[src/inc/pm_event_pkg.sv]
/*
 * Constants, register map and carrier types for the power-management
 * system-event enable block.
 * Assumes a 32-bit Avalon-MM slave with byte addresses and 8-bit registers
 * sitting in the low byte of each word.
 */
package pm_event_pkg;

    localparam int ADDR_W = 10;
    localparam int DATA_W = 32;
    localparam int REG_W  = 8;
    localparam int IDX_W  = 8;

    // Register indices; byte address is four times the index
    localparam logic [IDX_W-1:0] RESUME_CONTROL_2_INDEX       = 8'hcd;
    localparam logic [IDX_W-1:0] GENERAL_OUTPUT_CONTROL_INDEX = 8'hce;
    localparam logic [IDX_W-1:0] SYSTEM_EVENT_ENABLE_0_INDEX  = 8'hd0;
    localparam logic [IDX_W-1:0] SYSTEM_EVENT_ENABLE_1_INDEX  = 8'hd1;
    localparam logic [IDX_W-1:0] SYSTEM_EVENT_ENABLE_2_INDEX  = 8'hd2;
    localparam logic [IDX_W-1:0] AUX_CONTROL_INDEX            = 8'hf0;
    localparam logic [IDX_W-1:0] GLOBAL_MGMT_IRQ_STATUS_INDEX = 8'hf1;
    localparam logic [IDX_W-1:0] IRQ_STATUS_INDEX             = 8'hf2;
    localparam logic [IDX_W-1:0] IRQ_CLEAR_INDEX              = 8'hf3;
    localparam logic [IDX_W-1:0] IRQ_ENABLE_INDEX             = 8'hf4;

    // Reset values
    localparam logic [REG_W-1:0] RESUME_CONTROL_2_RESET       = 8'h00;
    localparam logic [REG_W-1:0] GENERAL_OUTPUT_CONTROL_RESET = 8'h3f;
    localparam logic [REG_W-1:0] SYSTEM_EVENT_ENABLE_RESET    = 8'h00;
    localparam logic [REG_W-1:0] AUX_CONTROL_RESET            = 8'h00;

    // Writable bits; reserved bits read as zero
    localparam logic [REG_W-1:0] RESUME_CONTROL_2_BITS        = 8'h01;
    localparam logic [REG_W-1:0] GENERAL_OUTPUT_CONTROL_BITS  = 8'h3f;
    localparam logic [REG_W-1:0] SYSTEM_EVENT_ENABLE_0_BITS   = 8'hfb;
    localparam logic [REG_W-1:0] SYSTEM_EVENT_ENABLE_1_BITS   = 8'hdf;
    localparam logic [REG_W-1:0] SYSTEM_EVENT_ENABLE_2_BITS   = 8'hfb;
    localparam logic [REG_W-1:0] AUX_CONTROL_BITS             = 8'h1f;

    // Field positions
    localparam int EXT_MGMT_RESUME_MASK_BIT = 0;
    localparam int DISK_OUT_BIT             = 5;
    localparam int RTC_ALE_BIT              = 4;
    localparam int NUM_GENERAL_OUTPUTS      = 6;
    localparam int EVENT_MASTER_EN_BIT      = 0;
    localparam int SERIAL_RING_INDICATE_EVENT_EN_BIT       = 1;
    localparam int INTR_EVENT_EN_BIT        = 3;
    localparam int NMI_EVENT_EN_BIT         = 4;
    localparam int SMI_EVENT_EN_BIT         = 5;
    localparam int EXT_MGMT_EVENT_EN_BIT    = 6;
    localparam int HW_SUSPEND_EVENT_EN_BIT  = 7;
    localparam int DISK_OE_SELECT_BIT       = 0;
    localparam int RTC_ALE_SELECT_BIT       = 1;
    localparam int MISC_BATTERY_EN_BIT      = 2;
    localparam int MISC_BUTTON_EN_BIT       = 3;
    localparam int SYSTEM_EXT_MGMT_EN_BIT   = 4;
    localparam int CAUSE_FLAG_BIT           = 7;

    // Event source vector layout
    localparam int NUM_IRQ_LINES   = 16;
    localparam int SRC_SERIAL_RING_INDICATE       = 16;
    localparam int SRC_INTR        = 17;
    localparam int SRC_NMI         = 18;
    localparam int SRC_SMI         = 19;
    localparam int SRC_EXT_MGMT    = 20;
    localparam int SRC_BATTERY     = 21;
    localparam int SRC_BUTTON      = 22;
    localparam int NUM_SOURCES     = 23;

    // Interrupt status layout
    localparam int IRQ_EVENT_SYSTEM = 0;
    localparam int IRQ_EVENT_RESUME = 1;
    localparam int NUM_IRQ_EVENTS   = 2;

    typedef struct packed {
        logic [NUM_IRQ_LINES-1:0] irq_lines;
        logic                     intr;
        logic                     nmi;
        logic                     mgmt_irq_out_n;
        logic                     ext_mgmt_irq_in_n;
        logic                     battery_low_in_n;
        logic                     suspend_button_in_n;
        logic                     serial_ring_indicate_n;
    } event_sources_type;

endpackage

[src/design/rise_detect.sv]
/*
 * Rising-edge detector for a vector of levels, one pulse per bit.
 * Assumes inputs synchronous to clock; rst_n synchronous, active low.
 */
`timescale 1ns/1ps
module rise_detect #(
    parameter int WIDTH = 1
) (
    input  wire logic             clock,
    input  wire logic             rst_n,
    input  wire logic [WIDTH-1:0] level,
    output logic      [WIDTH-1:0] rise
);
    logic [WIDTH-1:0] previous;

    always_ff @(posedge clock) begin
        if (!rst_n) begin
            previous <= '0;
        end else begin
            previous <= level;
        end
    end

    assign rise = level & ~previous;
endmodule // rise_detect

[src/design/sticky_status.sv]
/*
 * Sticky event status with write-one-to-clear and enable gating onto one
 * level interrupt. Assumes set and clear come from the same clock domain.
 */
`timescale 1ns/1ps
module sticky_status #(
    parameter int WIDTH = 1
) (
    input  wire logic             clock,
    input  wire logic             rst_n,
    input  wire logic [WIDTH-1:0] set,
    input  wire logic             clear_we,
    input  wire logic [WIDTH-1:0] clear_bits,
    input  wire logic [WIDTH-1:0] enable,
    output logic      [WIDTH-1:0] status,
    output logic                  irq
);
    always_ff @(posedge clock) begin
        if (!rst_n) begin
            status <= '0;
        end else begin
            // Set wins over a clear in the same cycle
            status <= (status & ~(clear_we ? clear_bits : '0)) | set;
        end
    end

    assign irq = |(status & enable);
endmodule // sticky_status

[src/design/pm_system_event_enable.sv]
/*
 * Power-management system-event enable registers, general output pins and
 * the system-event reload pulse, behind an Avalon-MM slave with waitrequest.
 * Assumes all event sources and alternate pin functions are synchronous to
 * clock; the timers, suspend sequencing and SMI generation live outside.
 */
// Summary of operation
// - Resume mask bit set: external management interrupt input causes no resume.
// - Each general output bit drives its pin level directly, except pins 5 and 4 when their alternate function is selected.
// - Pin 5 in disk output enable mode ignores bit 5 writes.
// - Pin 4 in RTC address latch mode ignores bit 4 writes.
// - Enable register 0 bits 0,1,3-7 qualify IRQ of same number; bit 2 reserved.
// - Enable register 1 bits 0-4 qualify IRQ8-12, bits 6,7 IRQ14,15.
// - Bit 7 qualifies battery low and button, each gated by its misc enable.
// - Bit 6 qualifies external management input only with its system enable set.
// - Bits 5,4,3,1 qualify SMI output, NMI, INTR, serial ring indicate.
// - Master enable bit 0 clear ignores every system event source.
// - A qualified event reloads standby and SMI delay timers.
// - A qualified event sets the system event cause flag in global status.
`timescale 1ns/1ps
module pm_system_event_enable
    import pm_event_pkg::*;
(
    input  wire logic                            clock,
    input  wire logic                            rst_n,
    input  wire logic [pm_event_pkg::ADDR_W-1:0] address,
    input  wire logic                            read,
    input  wire logic                            write,
    input  wire logic [pm_event_pkg::DATA_W-1:0] writedata,
    input  wire logic [3:0]                      byteenable,
    output logic      [pm_event_pkg::DATA_W-1:0] readdata,
    output logic                                 waitrequest,
    input  wire pm_event_pkg::event_sources_type sources,
    input  wire logic                            disk_output_enable_n,
    input  wire logic                            rtc_addr_latch_enable,
    output logic [pm_event_pkg::NUM_GENERAL_OUTPUTS-1:0] general_outputs,
    output logic                                 standby_timer_reload,
    output logic                                 smi_delay_reload,
    output logic                                 resume_request,
    output logic                                 irq
);
    import pm_event_pkg::*;

    logic [REG_W-1:0]          resume_control_2;
    logic [REG_W-1:0]          general_output_control;
    logic [REG_W-1:0]          system_event_enable_0;
    logic [REG_W-1:0]          system_event_enable_1;
    logic [REG_W-1:0]          system_event_enable_2;
    logic [REG_W-1:0]          aux_control;
    logic                      system_event_cause_flag;
    logic [NUM_IRQ_EVENTS-1:0] irq_enable;
    logic [NUM_IRQ_EVENTS-1:0] irq_status;

    logic                      ack;
    logic                      bus_write;
    logic [IDX_W-1:0]          word_index;
    logic [REG_W-1:0]          wdata;
    logic [REG_W-1:0]          read_value;
    logic [REG_W-1:0]          next_general_output;

    logic [NUM_SOURCES-1:0]    activity;
    logic [NUM_SOURCES-1:0]    source_enable;
    logic [NUM_SOURCES-1:0]    qualified;
    logic [NUM_SOURCES-1:0]    qualified_rise;
    logic                      event_pulse;
    logic                      ext_mgmt_rise;
    logic                      resume_pulse;
    logic                      event_master_en;
    logic                      ext_mgmt_resume_mask;
    logic                      disk_oe_select;
    logic                      rtc_ale_select;

    // Bus slave: one wait cycle, then the access completes
    assign word_index  = address[ADDR_W-1:2];
    assign wdata       = writedata[REG_W-1:0];
    assign waitrequest = (read | write) & ~ack;
    assign bus_write   = write & ack & byteenable[0];

    always_ff @(posedge clock) begin
        if (!rst_n) begin
            ack <= 1'b0;
        end else begin
            ack <= (read | write) & ~ack;
        end
    end

    always_comb begin
        unique case (word_index)
            RESUME_CONTROL_2_INDEX:       read_value = resume_control_2;
            GENERAL_OUTPUT_CONTROL_INDEX: read_value = general_output_control;
            SYSTEM_EVENT_ENABLE_0_INDEX:  read_value = system_event_enable_0;
            SYSTEM_EVENT_ENABLE_1_INDEX:  read_value = system_event_enable_1;
            SYSTEM_EVENT_ENABLE_2_INDEX:  read_value = system_event_enable_2;
            AUX_CONTROL_INDEX:            read_value = aux_control;
            GLOBAL_MGMT_IRQ_STATUS_INDEX: read_value = {system_event_cause_flag, 7'h00};
            IRQ_STATUS_INDEX:             read_value = {6'h00, irq_status};
            IRQ_ENABLE_INDEX:             read_value = {6'h00, irq_enable};
            default:                      read_value = 8'h00;
        endcase
    end

    always_ff @(posedge clock) begin
        if (!rst_n) begin
            readdata <= '0;
        end else if (read && !ack) begin
            readdata <= {{(DATA_W-REG_W){1'b0}}, read_value};
        end
    end

    // Control registers
    always_ff @(posedge clock) begin
        if (!rst_n) begin
            resume_control_2      <= RESUME_CONTROL_2_RESET;
            system_event_enable_0 <= SYSTEM_EVENT_ENABLE_RESET;
            system_event_enable_1 <= SYSTEM_EVENT_ENABLE_RESET;
            system_event_enable_2 <= SYSTEM_EVENT_ENABLE_RESET;
            aux_control           <= AUX_CONTROL_RESET;
            irq_enable            <= '0;
        end else if (bus_write) begin
            if (word_index == RESUME_CONTROL_2_INDEX) begin
                resume_control_2 <= wdata & RESUME_CONTROL_2_BITS;
            end
            if (word_index == SYSTEM_EVENT_ENABLE_0_INDEX) begin
                system_event_enable_0 <= wdata & SYSTEM_EVENT_ENABLE_0_BITS;
            end
            if (word_index == SYSTEM_EVENT_ENABLE_1_INDEX) begin
                system_event_enable_1 <= wdata & SYSTEM_EVENT_ENABLE_1_BITS;
            end
            if (word_index == SYSTEM_EVENT_ENABLE_2_INDEX) begin
                system_event_enable_2 <= wdata & SYSTEM_EVENT_ENABLE_2_BITS;
            end
            if (word_index == AUX_CONTROL_INDEX) begin
                aux_control <= wdata & AUX_CONTROL_BITS;
            end
            if (word_index == IRQ_ENABLE_INDEX) begin
                irq_enable <= wdata[NUM_IRQ_EVENTS-1:0];
            end
        end
    end

    assign event_master_en      = system_event_enable_2[EVENT_MASTER_EN_BIT];
    assign ext_mgmt_resume_mask = resume_control_2[EXT_MGMT_RESUME_MASK_BIT];
    assign disk_oe_select       = aux_control[DISK_OE_SELECT_BIT];
    assign rtc_ale_select       = aux_control[RTC_ALE_SELECT_BIT];

    // General output control; bits owned by an alternate function keep their value
    always_comb begin
        next_general_output = wdata & GENERAL_OUTPUT_CONTROL_BITS;
        if (disk_oe_select) begin
            next_general_output[DISK_OUT_BIT] = general_output_control[DISK_OUT_BIT];
        end
        if (rtc_ale_select) begin
            next_general_output[RTC_ALE_BIT] = general_output_control[RTC_ALE_BIT];
        end
    end

    always_ff @(posedge clock) begin
        if (!rst_n) begin
            general_output_control <= GENERAL_OUTPUT_CONTROL_RESET;
        end else if (bus_write && word_index == GENERAL_OUTPUT_CONTROL_INDEX) begin
            general_output_control <= next_general_output;
        end
    end

    always_ff @(posedge clock) begin
        if (!rst_n) begin
            general_outputs <= GENERAL_OUTPUT_CONTROL_RESET[NUM_GENERAL_OUTPUTS-1:0];
        end else begin
            general_outputs <= general_output_control[NUM_GENERAL_OUTPUTS-1:0];
            if (disk_oe_select) begin
                general_outputs[DISK_OUT_BIT] <= disk_output_enable_n;
            end
            if (rtc_ale_select) begin
                general_outputs[RTC_ALE_BIT] <= rtc_addr_latch_enable;
            end
        end
    end

    // Source activity, all taken as active-high levels
    assign activity = {~sources.suspend_button_in_n, ~sources.battery_low_in_n,
                       ~sources.ext_mgmt_irq_in_n, ~sources.mgmt_irq_out_n,
                       sources.nmi, sources.intr, ~sources.serial_ring_indicate_n,
                       sources.irq_lines};

    // Per-source enables; reserved enable bits are stored as zero
    assign source_enable[7:0]          = system_event_enable_0;
    assign source_enable[12:8]         = system_event_enable_1[4:0];
    assign source_enable[13]           = system_event_enable_1[5];
    assign source_enable[15:14]        = system_event_enable_1[7:6];
    assign source_enable[SRC_SERIAL_RING_INDICATE]    = system_event_enable_2[SERIAL_RING_INDICATE_EVENT_EN_BIT];
    assign source_enable[SRC_INTR]     = system_event_enable_2[INTR_EVENT_EN_BIT];
    assign source_enable[SRC_NMI]      = system_event_enable_2[NMI_EVENT_EN_BIT];
    assign source_enable[SRC_SMI]      = system_event_enable_2[SMI_EVENT_EN_BIT];
    assign source_enable[SRC_EXT_MGMT] = system_event_enable_2[EXT_MGMT_EVENT_EN_BIT]
                                         & aux_control[SYSTEM_EXT_MGMT_EN_BIT];
    assign source_enable[SRC_BATTERY]  = system_event_enable_2[HW_SUSPEND_EVENT_EN_BIT]
                                         & aux_control[MISC_BATTERY_EN_BIT];
    assign source_enable[SRC_BUTTON]   = system_event_enable_2[HW_SUSPEND_EVENT_EN_BIT]
                                         & aux_control[MISC_BUTTON_EN_BIT];

    assign qualified = {NUM_SOURCES{event_master_en}} & source_enable & activity;

    rise_detect #(
        .WIDTH (NUM_SOURCES)
    ) qualified_edges (
        .clock (clock),
        .rst_n (rst_n),
        .level (qualified),
        .rise  (qualified_rise)
    );

    assign event_pulse = |qualified_rise;

    always_ff @(posedge clock) begin
        if (!rst_n) begin
            standby_timer_reload <= 1'b0;
            smi_delay_reload     <= 1'b0;
        end else begin
            standby_timer_reload <= event_pulse;
            smi_delay_reload     <= event_pulse;
        end
    end

    // Cause flag: hardware sets, writing zero clears, set wins
    always_ff @(posedge clock) begin
        if (!rst_n) begin
            system_event_cause_flag <= 1'b0;
        end else if (event_pulse) begin
            system_event_cause_flag <= 1'b1;
        end else if (bus_write && word_index == GLOBAL_MGMT_IRQ_STATUS_INDEX && !wdata[CAUSE_FLAG_BIT]) begin
            system_event_cause_flag <= 1'b0;
        end
    end

    // Resume request from the external management interrupt input
    rise_detect #(
        .WIDTH (1)
    ) ext_mgmt_edge (
        .clock (clock),
        .rst_n (rst_n),
        .level (~sources.ext_mgmt_irq_in_n),
        .rise  (ext_mgmt_rise)
    );

    assign resume_pulse = ext_mgmt_rise & ~ext_mgmt_resume_mask;

    always_ff @(posedge clock) begin
        if (!rst_n) begin
            resume_request <= 1'b0;
        end else begin
            resume_request <= resume_pulse;
        end
    end

    sticky_status #(
        .WIDTH (NUM_IRQ_EVENTS)
    ) irq_events (
        .clock      (clock),
        .rst_n      (rst_n),
        .set        ({resume_pulse, event_pulse}),
        .clear_we   (bus_write && word_index == IRQ_CLEAR_INDEX),
        .clear_bits (wdata[NUM_IRQ_EVENTS-1:0]),
        .enable     (irq_enable),
        .status     (irq_status),
        .irq        (irq)
    );

    // Assertions
    property p_resume_masked;
        @(posedge clock) disable iff (!rst_n)
        (ext_mgmt_rise && ext_mgmt_resume_mask) |=> !resume_request;
    endproperty
    a_resume_masked: assert property (p_resume_masked) else $error("masked input caused resume");

    property p_resume_unmasked;
        @(posedge clock) disable iff (!rst_n)
        (ext_mgmt_rise && !ext_mgmt_resume_mask) |=> resume_request;
    endproperty
    a_resume_unmasked: assert property (p_resume_unmasked) else $error("resume not requested");

    property p_output_follows;
        @(posedge clock) disable iff (!rst_n)
        !$fell(rst_n) ##1 1'b1 |-> general_outputs[3:0] == $past(general_output_control[3:0]);
    endproperty
    a_output_follows: assert property (p_output_follows) else $error("output pin does not follow control");

    property p_disk_pin_alt;
        @(posedge clock) disable iff (!rst_n)
        disk_oe_select |=> general_outputs[DISK_OUT_BIT] == $past(disk_output_enable_n);
    endproperty
    a_disk_pin_alt: assert property (p_disk_pin_alt) else $error("pin 5 not on alternate function");

    property p_disk_bit_kept;
        @(posedge clock) disable iff (!rst_n)
        (bus_write && word_index == GENERAL_OUTPUT_CONTROL_INDEX && disk_oe_select)
            |=> $stable(general_output_control[DISK_OUT_BIT]);
    endproperty
    a_disk_bit_kept: assert property (p_disk_bit_kept) else $error("bit 5 changed in alternate mode");

    property p_rtc_pin_alt;
        @(posedge clock) disable iff (!rst_n)
        rtc_ale_select |=> general_outputs[RTC_ALE_BIT] == $past(rtc_addr_latch_enable);
    endproperty
    a_rtc_pin_alt: assert property (p_rtc_pin_alt) else $error("pin 4 not on alternate function");

    property p_reserved_zero;
        @(posedge clock) disable iff (!rst_n)
        !system_event_enable_0[2] && !system_event_enable_1[5] && !source_enable[13];
    endproperty
    a_reserved_zero: assert property (p_reserved_zero) else $error("reserved enable bit set");

    property p_master_off;
        @(posedge clock) disable iff (!rst_n)
        !event_master_en |=> !standby_timer_reload && !smi_delay_reload;
    endproperty
    a_master_off: assert property (p_master_off) else $error("reload with master enable off");

    property p_ext_gated;
        @(posedge clock) disable iff (!rst_n)
        !aux_control[SYSTEM_EXT_MGMT_EN_BIT] |-> !qualified[SRC_EXT_MGMT];
    endproperty
    a_ext_gated: assert property (p_ext_gated) else $error("external input qualified without enable");

    property p_reload_on_rise;
        @(posedge clock) disable iff (!rst_n)
        (qualified != '0 && $past(qualified) == '0) |=> standby_timer_reload && smi_delay_reload;
    endproperty
    a_reload_on_rise: assert property (p_reload_on_rise) else $error("qualified event not reloaded");

    property p_reload_single;
        @(posedge clock) disable iff (!rst_n)
        (qualified == $past(qualified)) |=> !standby_timer_reload;
    endproperty
    a_reload_single: assert property (p_reload_single) else $error("reload without new event");

    property p_cause_flag;
        @(posedge clock) disable iff (!rst_n)
        standby_timer_reload |-> system_event_cause_flag;
    endproperty
    a_cause_flag: assert property (p_cause_flag) else $error("cause flag missing");

    c_reload: cover property (@(posedge clock) disable iff (!rst_n) standby_timer_reload);
    c_resume: cover property (@(posedge clock) disable iff (!rst_n) resume_request);
    c_irq: cover property (@(posedge clock) disable iff (!rst_n) irq);
    c_alt_write: cover property (@(posedge clock) disable iff (!rst_n)
        bus_write && word_index == GENERAL_OUTPUT_CONTROL_INDEX && disk_oe_select);
endmodule // pm_system_event_enable

[config.mk]
export PLATFORM = sky130hd
export DESIGN_NAME = pm_system_event_enable
export DESIGN_NICKNAME = d
export VERILOG_FILES = /design/src/inc/pm_event_pkg.sv /design/src/design/rise_detect.sv /design/src/design/sticky_status.sv /design/src/design/pm_system_event_enable.sv
export SDC_FILE = /design/constraint.sdc
export NUM_CORES = 1
export LEC_CHECK = 0
export ABC_AREA = 0
export BUFFER_PORTS_ARGS = -buffer_cell sky130_fd_sc_hd__clkbuf_2
export CAP_MARGIN = 5
export CORE_MARGIN = 2
export CORE_UTILIZATION = 45
export CTS_CLUSTER_DIAMETER = 100
export DETAILED_ROUTE_END_ITERATION = 7
export PLACE_DENSITY = 0.73
export SYNTH_ARGS = -nofsm -noshare
export SYNTH_HDL_FRONTEND = slang
export SYNTH_SLANG_ARGS = --single-unit
[constraint.sdc]
create_clock -name clock -period 2 [get_ports clock]
set_input_delay 0.3 -clock clock [delete_from_list [all_inputs] [get_ports clock]]
set_output_delay 0.3 -clock clock [all_outputs]
set_load 0.01 [all_outputs]
==> flow_metrics.env, run 1 <==
export IMPL_cellLeakagePower_uw=0.00166
export IMPL_syn_to_final_growth_pct=16.1
export IMPL_grt_pass1_vias=2808
export IMPL_cts_hold_fix_buffers=0
export IMPL_crit_fanout=2
export IMPL_cts_sinks=77
export IMPL_dp_cells=562
export IMPL_gp_congestion=0.933
export IMPL_cts_resized_gates=0
export IMPL_synth_area_um2=3530
export IMPL_grt_overflow=0
export IMPL_fin_cells=578
export IMPL_r2r_end="system_event_cause_flag"
export IMPL_power_density_nw_per_um2=717
export IMPL_critical_path_startpoint_type="register"
export IMPL_chipHeight_um=92.6
export IMPL_synth_seq_cells=77
export IMPL_fin_util_pct=53.4
export IMPL_ff2ff_path_depth=5
export IMPL_yosysSeqAreaShare_pct=43.6
export IMPL_clock_path_buffers=2
export IMPL_syn_instance_count=402
export IMPL_grt_max_degree=27
export IMPL_yosysTopAreaCellShare_pct=43.6
export IMPL_drc=0
export IMPL_cap_viol_max_count=0
export IMPL_synthTopCellsByCount="77 x dfxtp_1, 71 x nand2_1, 30 x buf_4, 27 x nor2_1, 21 x nand3_1"
export IMPL_finClkSkew_ps=9.37
export IMPL_num_rows=32
export IMPL_ys_async_sr_fraction_pct=0
export IMPL_wl_met3_um=509
export IMPL_cts_root_buf="clkbuf_8"
export IMPL_synth_cell_types=51
export IMPL_arrival_ps=1980
export IMPL_required_ps=2240
export IMPL_hold_viol=0
export IMPL_fillers=761
export IMPL_via_per_inst=5.23
export IMPL_timing_final_crit_share_pct=87.1
export IMPL_critPathCaptureType="register"
export IMPL_die_x_um=92.6
export IMPL_insertion_delay_ps=360
export IMPL_die_area_um2=8580
export IMPL_io_pins=118
export IMPL_synth_edf_count=0
export IMPL_h_tree_depth=3
export IMPL_nNetsFinal=546
export IMPL_grt_first_pass_wirelength_um=14000
export IMPL_antenna_cells=0
export IMPL_dp_hpwl_um=6770
export IMPL_cts_tree="built"
export IMPL_wl_met1_um=3830
export IMPL_whs_ps=112
export IMPL_drive_above_1_share_pct=23.1
export IMPL_cts_setup_buffers=0
export IMPL_crit_type="register to register"
export IMPL_topRoutingLayerUsed="met4"
export IMPL_fmax_ghz=0.574
export IMPL_wl_met2_um=4180
export IMPL_final_setup_tns_ps=0
export IMPL_avgRoutedWirePerCell_um=15.1
export IMPL_antenna_left=0
export IMPL_grtUsageTotal_pct=21.3
export IMPL_setup_viol=0
export IMPL_slew_violations=0
export IMPL_status="finished clean"
export IMPL_cts_buffers=9
export IMPL_crit_end="system_event_cause_flag"
export IMPL_yosysMostFrequentCell="dfxtp_1"
export IMPL_synthFlopType="dfxtp_1"
export IMPL_vias=3022
export IMPL_drt_iter0_drc=166
export IMPL_clk_pin_slew_ps=80
export IMPL_ir_drop_mv=0.378
export IMPL_coreArea_um2=7690
export IMPL_ys_warn_count=0
export IMPL_initial_core_util_pct=46.0
export IMPL_yosysTopAreaCell="dfxtp_1"
export IMPL_stdcell_area_um2=4100
export IMPL_r2r_slack_ps=260
export IMPL_drt_first_pass_iters=4
export IMPL_syn_avg_cell_area_um2=8.79
export IMPL_worstReg2RegStart="system_event_enable_2[5]"
export IMPL_routed_wl_um=8710
export IMPL_synth_area_leaders="dfxtp_1 44%, nand2_1 7.5%, buf_4 6.4%, mux2i_1 5.7%, a21boi_0 3.0%"
export IMPL_fin_crit_ps=1740
export IMPL_grt_antenna_before_repair=0
export IMPL_io_buffers=62
export IMPL_crit_start="system_event_enable_2[5]"
export IMPL_hp_class="input port to register"
export IMPL_rsz0062_at_grt="false"
export IMPL_place_area_um2=3890
-- routing by layer --
metal,vias up,global-route usage [%]
met4,0,9.80
li1,1485,-
met5,-,0
met2,97,34.2
met3,13,3.66
met1,1427,27.9
-- power by group --
group / switching [µW] / total [µW] / internal, µW
sequential: 3.01 / 1540 / 1540
clock: 585 / 1200 / 618
combinational: 122 / 198 / 75.7
-- registers in the layout, indices dropped and copies added, names as in the netlist --
name,count
smi_delay_reload,1
general_output_control,6
irq_enable,2
system_event_enable_0,7
general_outputs,6
ack,1
ext_mgmt_edge.previous,1
qualified_edges.previous,21
readdata,8
aux_control,5
system_event_enable_2,7
resume_control_2,1
system_event_cause_flag,1
resume_request,1
irq_events.status,2
system_event_enable_1,7
-- placed cells by master, fill, tap and decap left out, drive strengths merged, types with 3 or more instances in the layout --
master | synthesis | layout
and2 | 6 | 6
inv | 1 | 3
clkbuf | 12 | 72
nor3 | 4 | 4
buf | 35 | 20
nand4 | 4 | 4
a22oi | 5 | 5
clkinvlp | 0 | 3
nor2b | 16 | 16
nand3b | 8 | 8
a21boi | 16 | 16
nand2 | 71 | 71
a32o | 3 | 3
dfxtp | 77 | 77
nor3b | 6 | 6
conb | 1 | 24
a22o | 4 | 4
and3 | 11 | 11
o21ai | 17 | 17
nand2b | 7 | 7
o22ai | 5 | 5
mux2i | 20 | 20
nor2 | 27 | 27
nand3 | 21 | 21
-- cells by family (layout without fill, tap and decap cells) --
kind of cell	after synthesis	count (layout)	synth area share (%)
simple gates	193	193	28.9
mux	22	22	6.30
flops	77	77	43.6
compound gates	61	61	12.1
other cells	1	24	0.106
buf+inv	48	99	8.99
-- final cells by class --
type                            count  area [µm²]  share of cell area, %
Inverter                            1        3.75                 0.0915
Timing Repair Buffer               82         460                   11.2
Clock buffer                       10         138                   3.35
Sequential cell                    77        1540                   37.6
Multi-Input combinational cell    300        1760                   42.9
Tap cell                          102         128                   3.11
Clock inverter                      6        70.1                   1.71
-- worst min-delay path by stage --
stage / from / to / slack, ps / cells after the start
floorplan: sources[4] / qualified_edges.previous[19] / 380 / 1
global placement: ext_mgmt_edge.previous / resume_request / 400 / 1
detailed placement: ext_mgmt_edge.previous / resume_request / 410 / 1
CTS: sources[4] / qualified_edges.previous[19] / 110 / 2
global route: sources[4] / qualified_edges.previous[19] / 120 / 2
finish: sources[4] / qualified_edges.previous[19] / 110 / 2
-- per-stage QoR --
step           power, µW  setup slack (ps)
3_3_place_gp        1770               118
2_1_floorplan       1720               374
4_1_cts             2960               261
6_report            2940               259
3_5_place_dp        1770               108
5_1_grt             3050               180
-- critical path, cell delays in order (launching register included) --
cell and delay [ps]:
dfxtp_1 320, or3b_2 190, o2111ai_1 120, or4b_2 720, o21ai_1 170, a21boi_0 100
Note: power is estimated with default switching activity, not from simulation.
==> inputs of run 2 (changes only) <==
--- a/config.mk
+++ b/config.mk
@@ -10,6 +10,7 @@
 export CAP_MARGIN = 5
 export CORE_MARGIN = 2
 export CORE_UTILIZATION = 45
+export CTS_BUF_LIST = sky130_fd_sc_hd__clkbuf_16
 export CTS_CLUSTER_DIAMETER = 100
 export DETAILED_ROUTE_END_ITERATION = 7
 export PLACE_DENSITY = 0.73
==> constraint.sdc (replaced) <==
create_clock -name clock -period 2.1 [get_ports clock]
set_input_delay 0.315 -clock clock [delete_from_list [all_inputs] [get_ports clock]]
set_output_delay 0.315 -clock clock [all_outputs]
set_load 0.01 [all_outputs]
==> run 2 against run 1 <==
Utilization rose by 1.5 points. Clock skew fell by 2.6 ps. Count of clock-buffer cells in the layout fell by 1. Die area did not move. Flip-flop and latch count did not move. Critical path depth did not move. Wire length rose by 0.16%. Cell area rose by 2.9%. Worst hold slack improved by 38 ps.
==> flow_metrics.env, run 2 (synthesized netlist as in run 1, its figures left out) <==
export IMPL_status="finished clean"
export IMPL_cts_hold_fix_buffers=0
export IMPL_syn_to_final_growth_pct=19.4
export IMPL_coreArea_um2=7690
export IMPL_fin_crit_ps=1770
export IMPL_cellLeakagePower_uw=0.00172
export IMPL_crit_chain="nor3b_1 > o21ai_0 > or4b_2 > o21ai_1 > a21boi_0"
export IMPL_critical_path_top_delay_family="simple AND/OR/NAND/NOR gates"
export IMPL_hp_class="input port to register"
export IMPL_dp_hpwl_um=6740
export IMPL_mostFrequentLayoutCell="dfxtp_1"
export IMPL_initial_core_util_pct=46.0
export IMPL_grt_antenna_before_repair=0
export IMPL_arrival_ps=1980
export IMPL_io_buffers=62
export IMPL_grt_pass1_vias=2696
export IMPL_stdcell_area_um2=4220
export IMPL_cap_viol_max_count=0
export IMPL_power_frac_comb_pct=5.7
export IMPL_setup_viol=0
export IMPL_crit_fanout=4
export IMPL_pre_cts_slack_ps=200
export IMPL_drc=0
export IMPL_cts_sinks=77
export IMPL_cts_root_buf="clkbuf_16"
export IMPL_h_tree_depth=3
export IMPL_die_area_um2=8580
export IMPL_io_pins=118
export IMPL_timing_final_crit_share_pct=84.3
export IMPL_tightest_slew_ps=677
export IMPL_place_area_um2=3880
export IMPL_cts_resized_gates=0
export IMPL_avgRoutedWirePerCell_um=15.1
export IMPL_grtUsageTotal_pct=21.1
export IMPL_power_frac_clock_pct=51.3
export IMPL_drt_iter0_drc=223
export IMPL_nNetsFinal=544
export IMPL_die_x_um=92.6
export IMPL_cts_setup_buffers=0
export IMPL_internal_power_uw=2700
export IMPL_largest_reg_flops=21
export IMPL_p_switching_uw=718
export IMPL_finClkSkew_ps=6.78
export IMPL_cts_tree="built"
export IMPL_cp_buffers_inverters=0
export IMPL_critPathCaptureType="register"
export IMPL_vias=3011
export IMPL_fin_ws_ps=330
export IMPL_insertion_delay_ps=340
export IMPL_chipHeight_um=92.6
export IMPL_multi_input_area_um2=1760
export IMPL_power_switching_share_pct=21.0
export IMPL_seq_power_share_pct=43.0
export IMPL_hold_viol=0
export IMPL_largestRegisters="qualified_edges.previous x21, readdata x8"
export IMPL_drive_above_1_share_pct=22.4
export IMPL_clock_path_buffers=2
export IMPL_final_cell_mix="77 x dfxtp_1, 71 x nand2_1, 62 x clkbuf_2, 27 x nor2_1, 24 x conb_1"
export IMPL_drt_first_pass_iters=4
export IMPL_routed_wl_um=8730
export IMPL_via_per_inst=5.23
export IMPL_clk_pin_slew_ps=60
export IMPL_crit_slowest_cell="or4b_2"
export IMPL_grt_overflow=0
export IMPL_fin_cells=576
export IMPL_fillers=735
export IMPL_regArea_um2=1540
export IMPL_gp_congestion=0.932
export IMPL_antenna_left=0
export IMPL_fin_util_pct=54.9
export IMPL_num_rows=32
export IMPL_required_ps=2310
export IMPL_cts_buffers=9
export IMPL_slew_violations=0
export IMPL_grt_first_pass_wirelength_um=13900
export IMPL_fmax_ghz=0.565
export IMPL_maxSlewHeadroom_pct=54.8
export IMPL_rsz0062_at_grt="false"
export IMPL_critical_path_startpoint_type="register"
export IMPL_dp_cells=560
export IMPL_antenna_cells=0
export IMPL_crit_type="register to register"
export IMPL_regMostFlops="qualified_edges.previous"
export IMPL_power_density_nw_per_um2=809
export IMPL_final_setup_tns_ps=0
export IMPL_ir_drop_mv=0.447
export IMPL_cpPeakStageDelay_ps=680
export IMPL_grt_max_degree=24
run 2: cell count changes in the layout (fill, tap and decap cells not counted), sizes merged:
cell / previous run / this run
buf: 20 / 18
clkinvlp: 3 / 0
inv: 3 / 2
clkinv: 0 / 3
clkbuf: 72 / 71
bufinv: 1 / 3
run 2: layout make-up:
class                   instances  share of cell area [%]
well taps                     102                    3.02
multi-input cells             300                    41.7
clock buffers                   9                    5.34
clock inverters                 7                    2.73
flip-flops and latches         77                    36.5
inverters                       1                  0.0889
repair buffers                 80                    10.6
run 2: metal layers:
metal	global-route usage (%)	wire [µm]
met1	27.5	3880
met2	33.2	4040
met3	5.13	570
met4	9.68	236
met5	0	0
run 2: per-stage QoR:
| stage | total power (µW) | hold slack, ps |
|---|---|---|
| 6_report | 3410 | 150 |
| 5_1_grt | 3530 | 150 |
| 4_1_cts | 3440 | 145 |
| 2_1_floorplan | 1640 | 383 |
| 3_3_place_gp | 1690 | 410 |
| 3_5_place_dp | 1690 | 409 |
run 2: power groups by stage:
stage | clock network (µW) | registers, µW | logic, µW
2_1_floorplan | 0 | 1500 | 136
3_3_place_gp | 0 | 1500 | 189
3_5_place_dp | 0 | 1500 | 190
4_1_cts | 1780 | 1470 | 191
5_1_grt | 1860 | 1470 | 209
6_report | 1750 | 1470 | 194
run 2: final timing paths:
check | start | cells after the start | end | slack [ps]
worst max-delay path | aux_control[3] | 5 | irq_events.status[0] | 330
worst min-delay path | sources[4] | 2 | qualified_edges.previous[19] | 150
worst max register to register | aux_control[3] | 5 | irq_events.status[0] | 330
worst min register to register | ext_mgmt_edge.previous | 1 | resume_request | 410
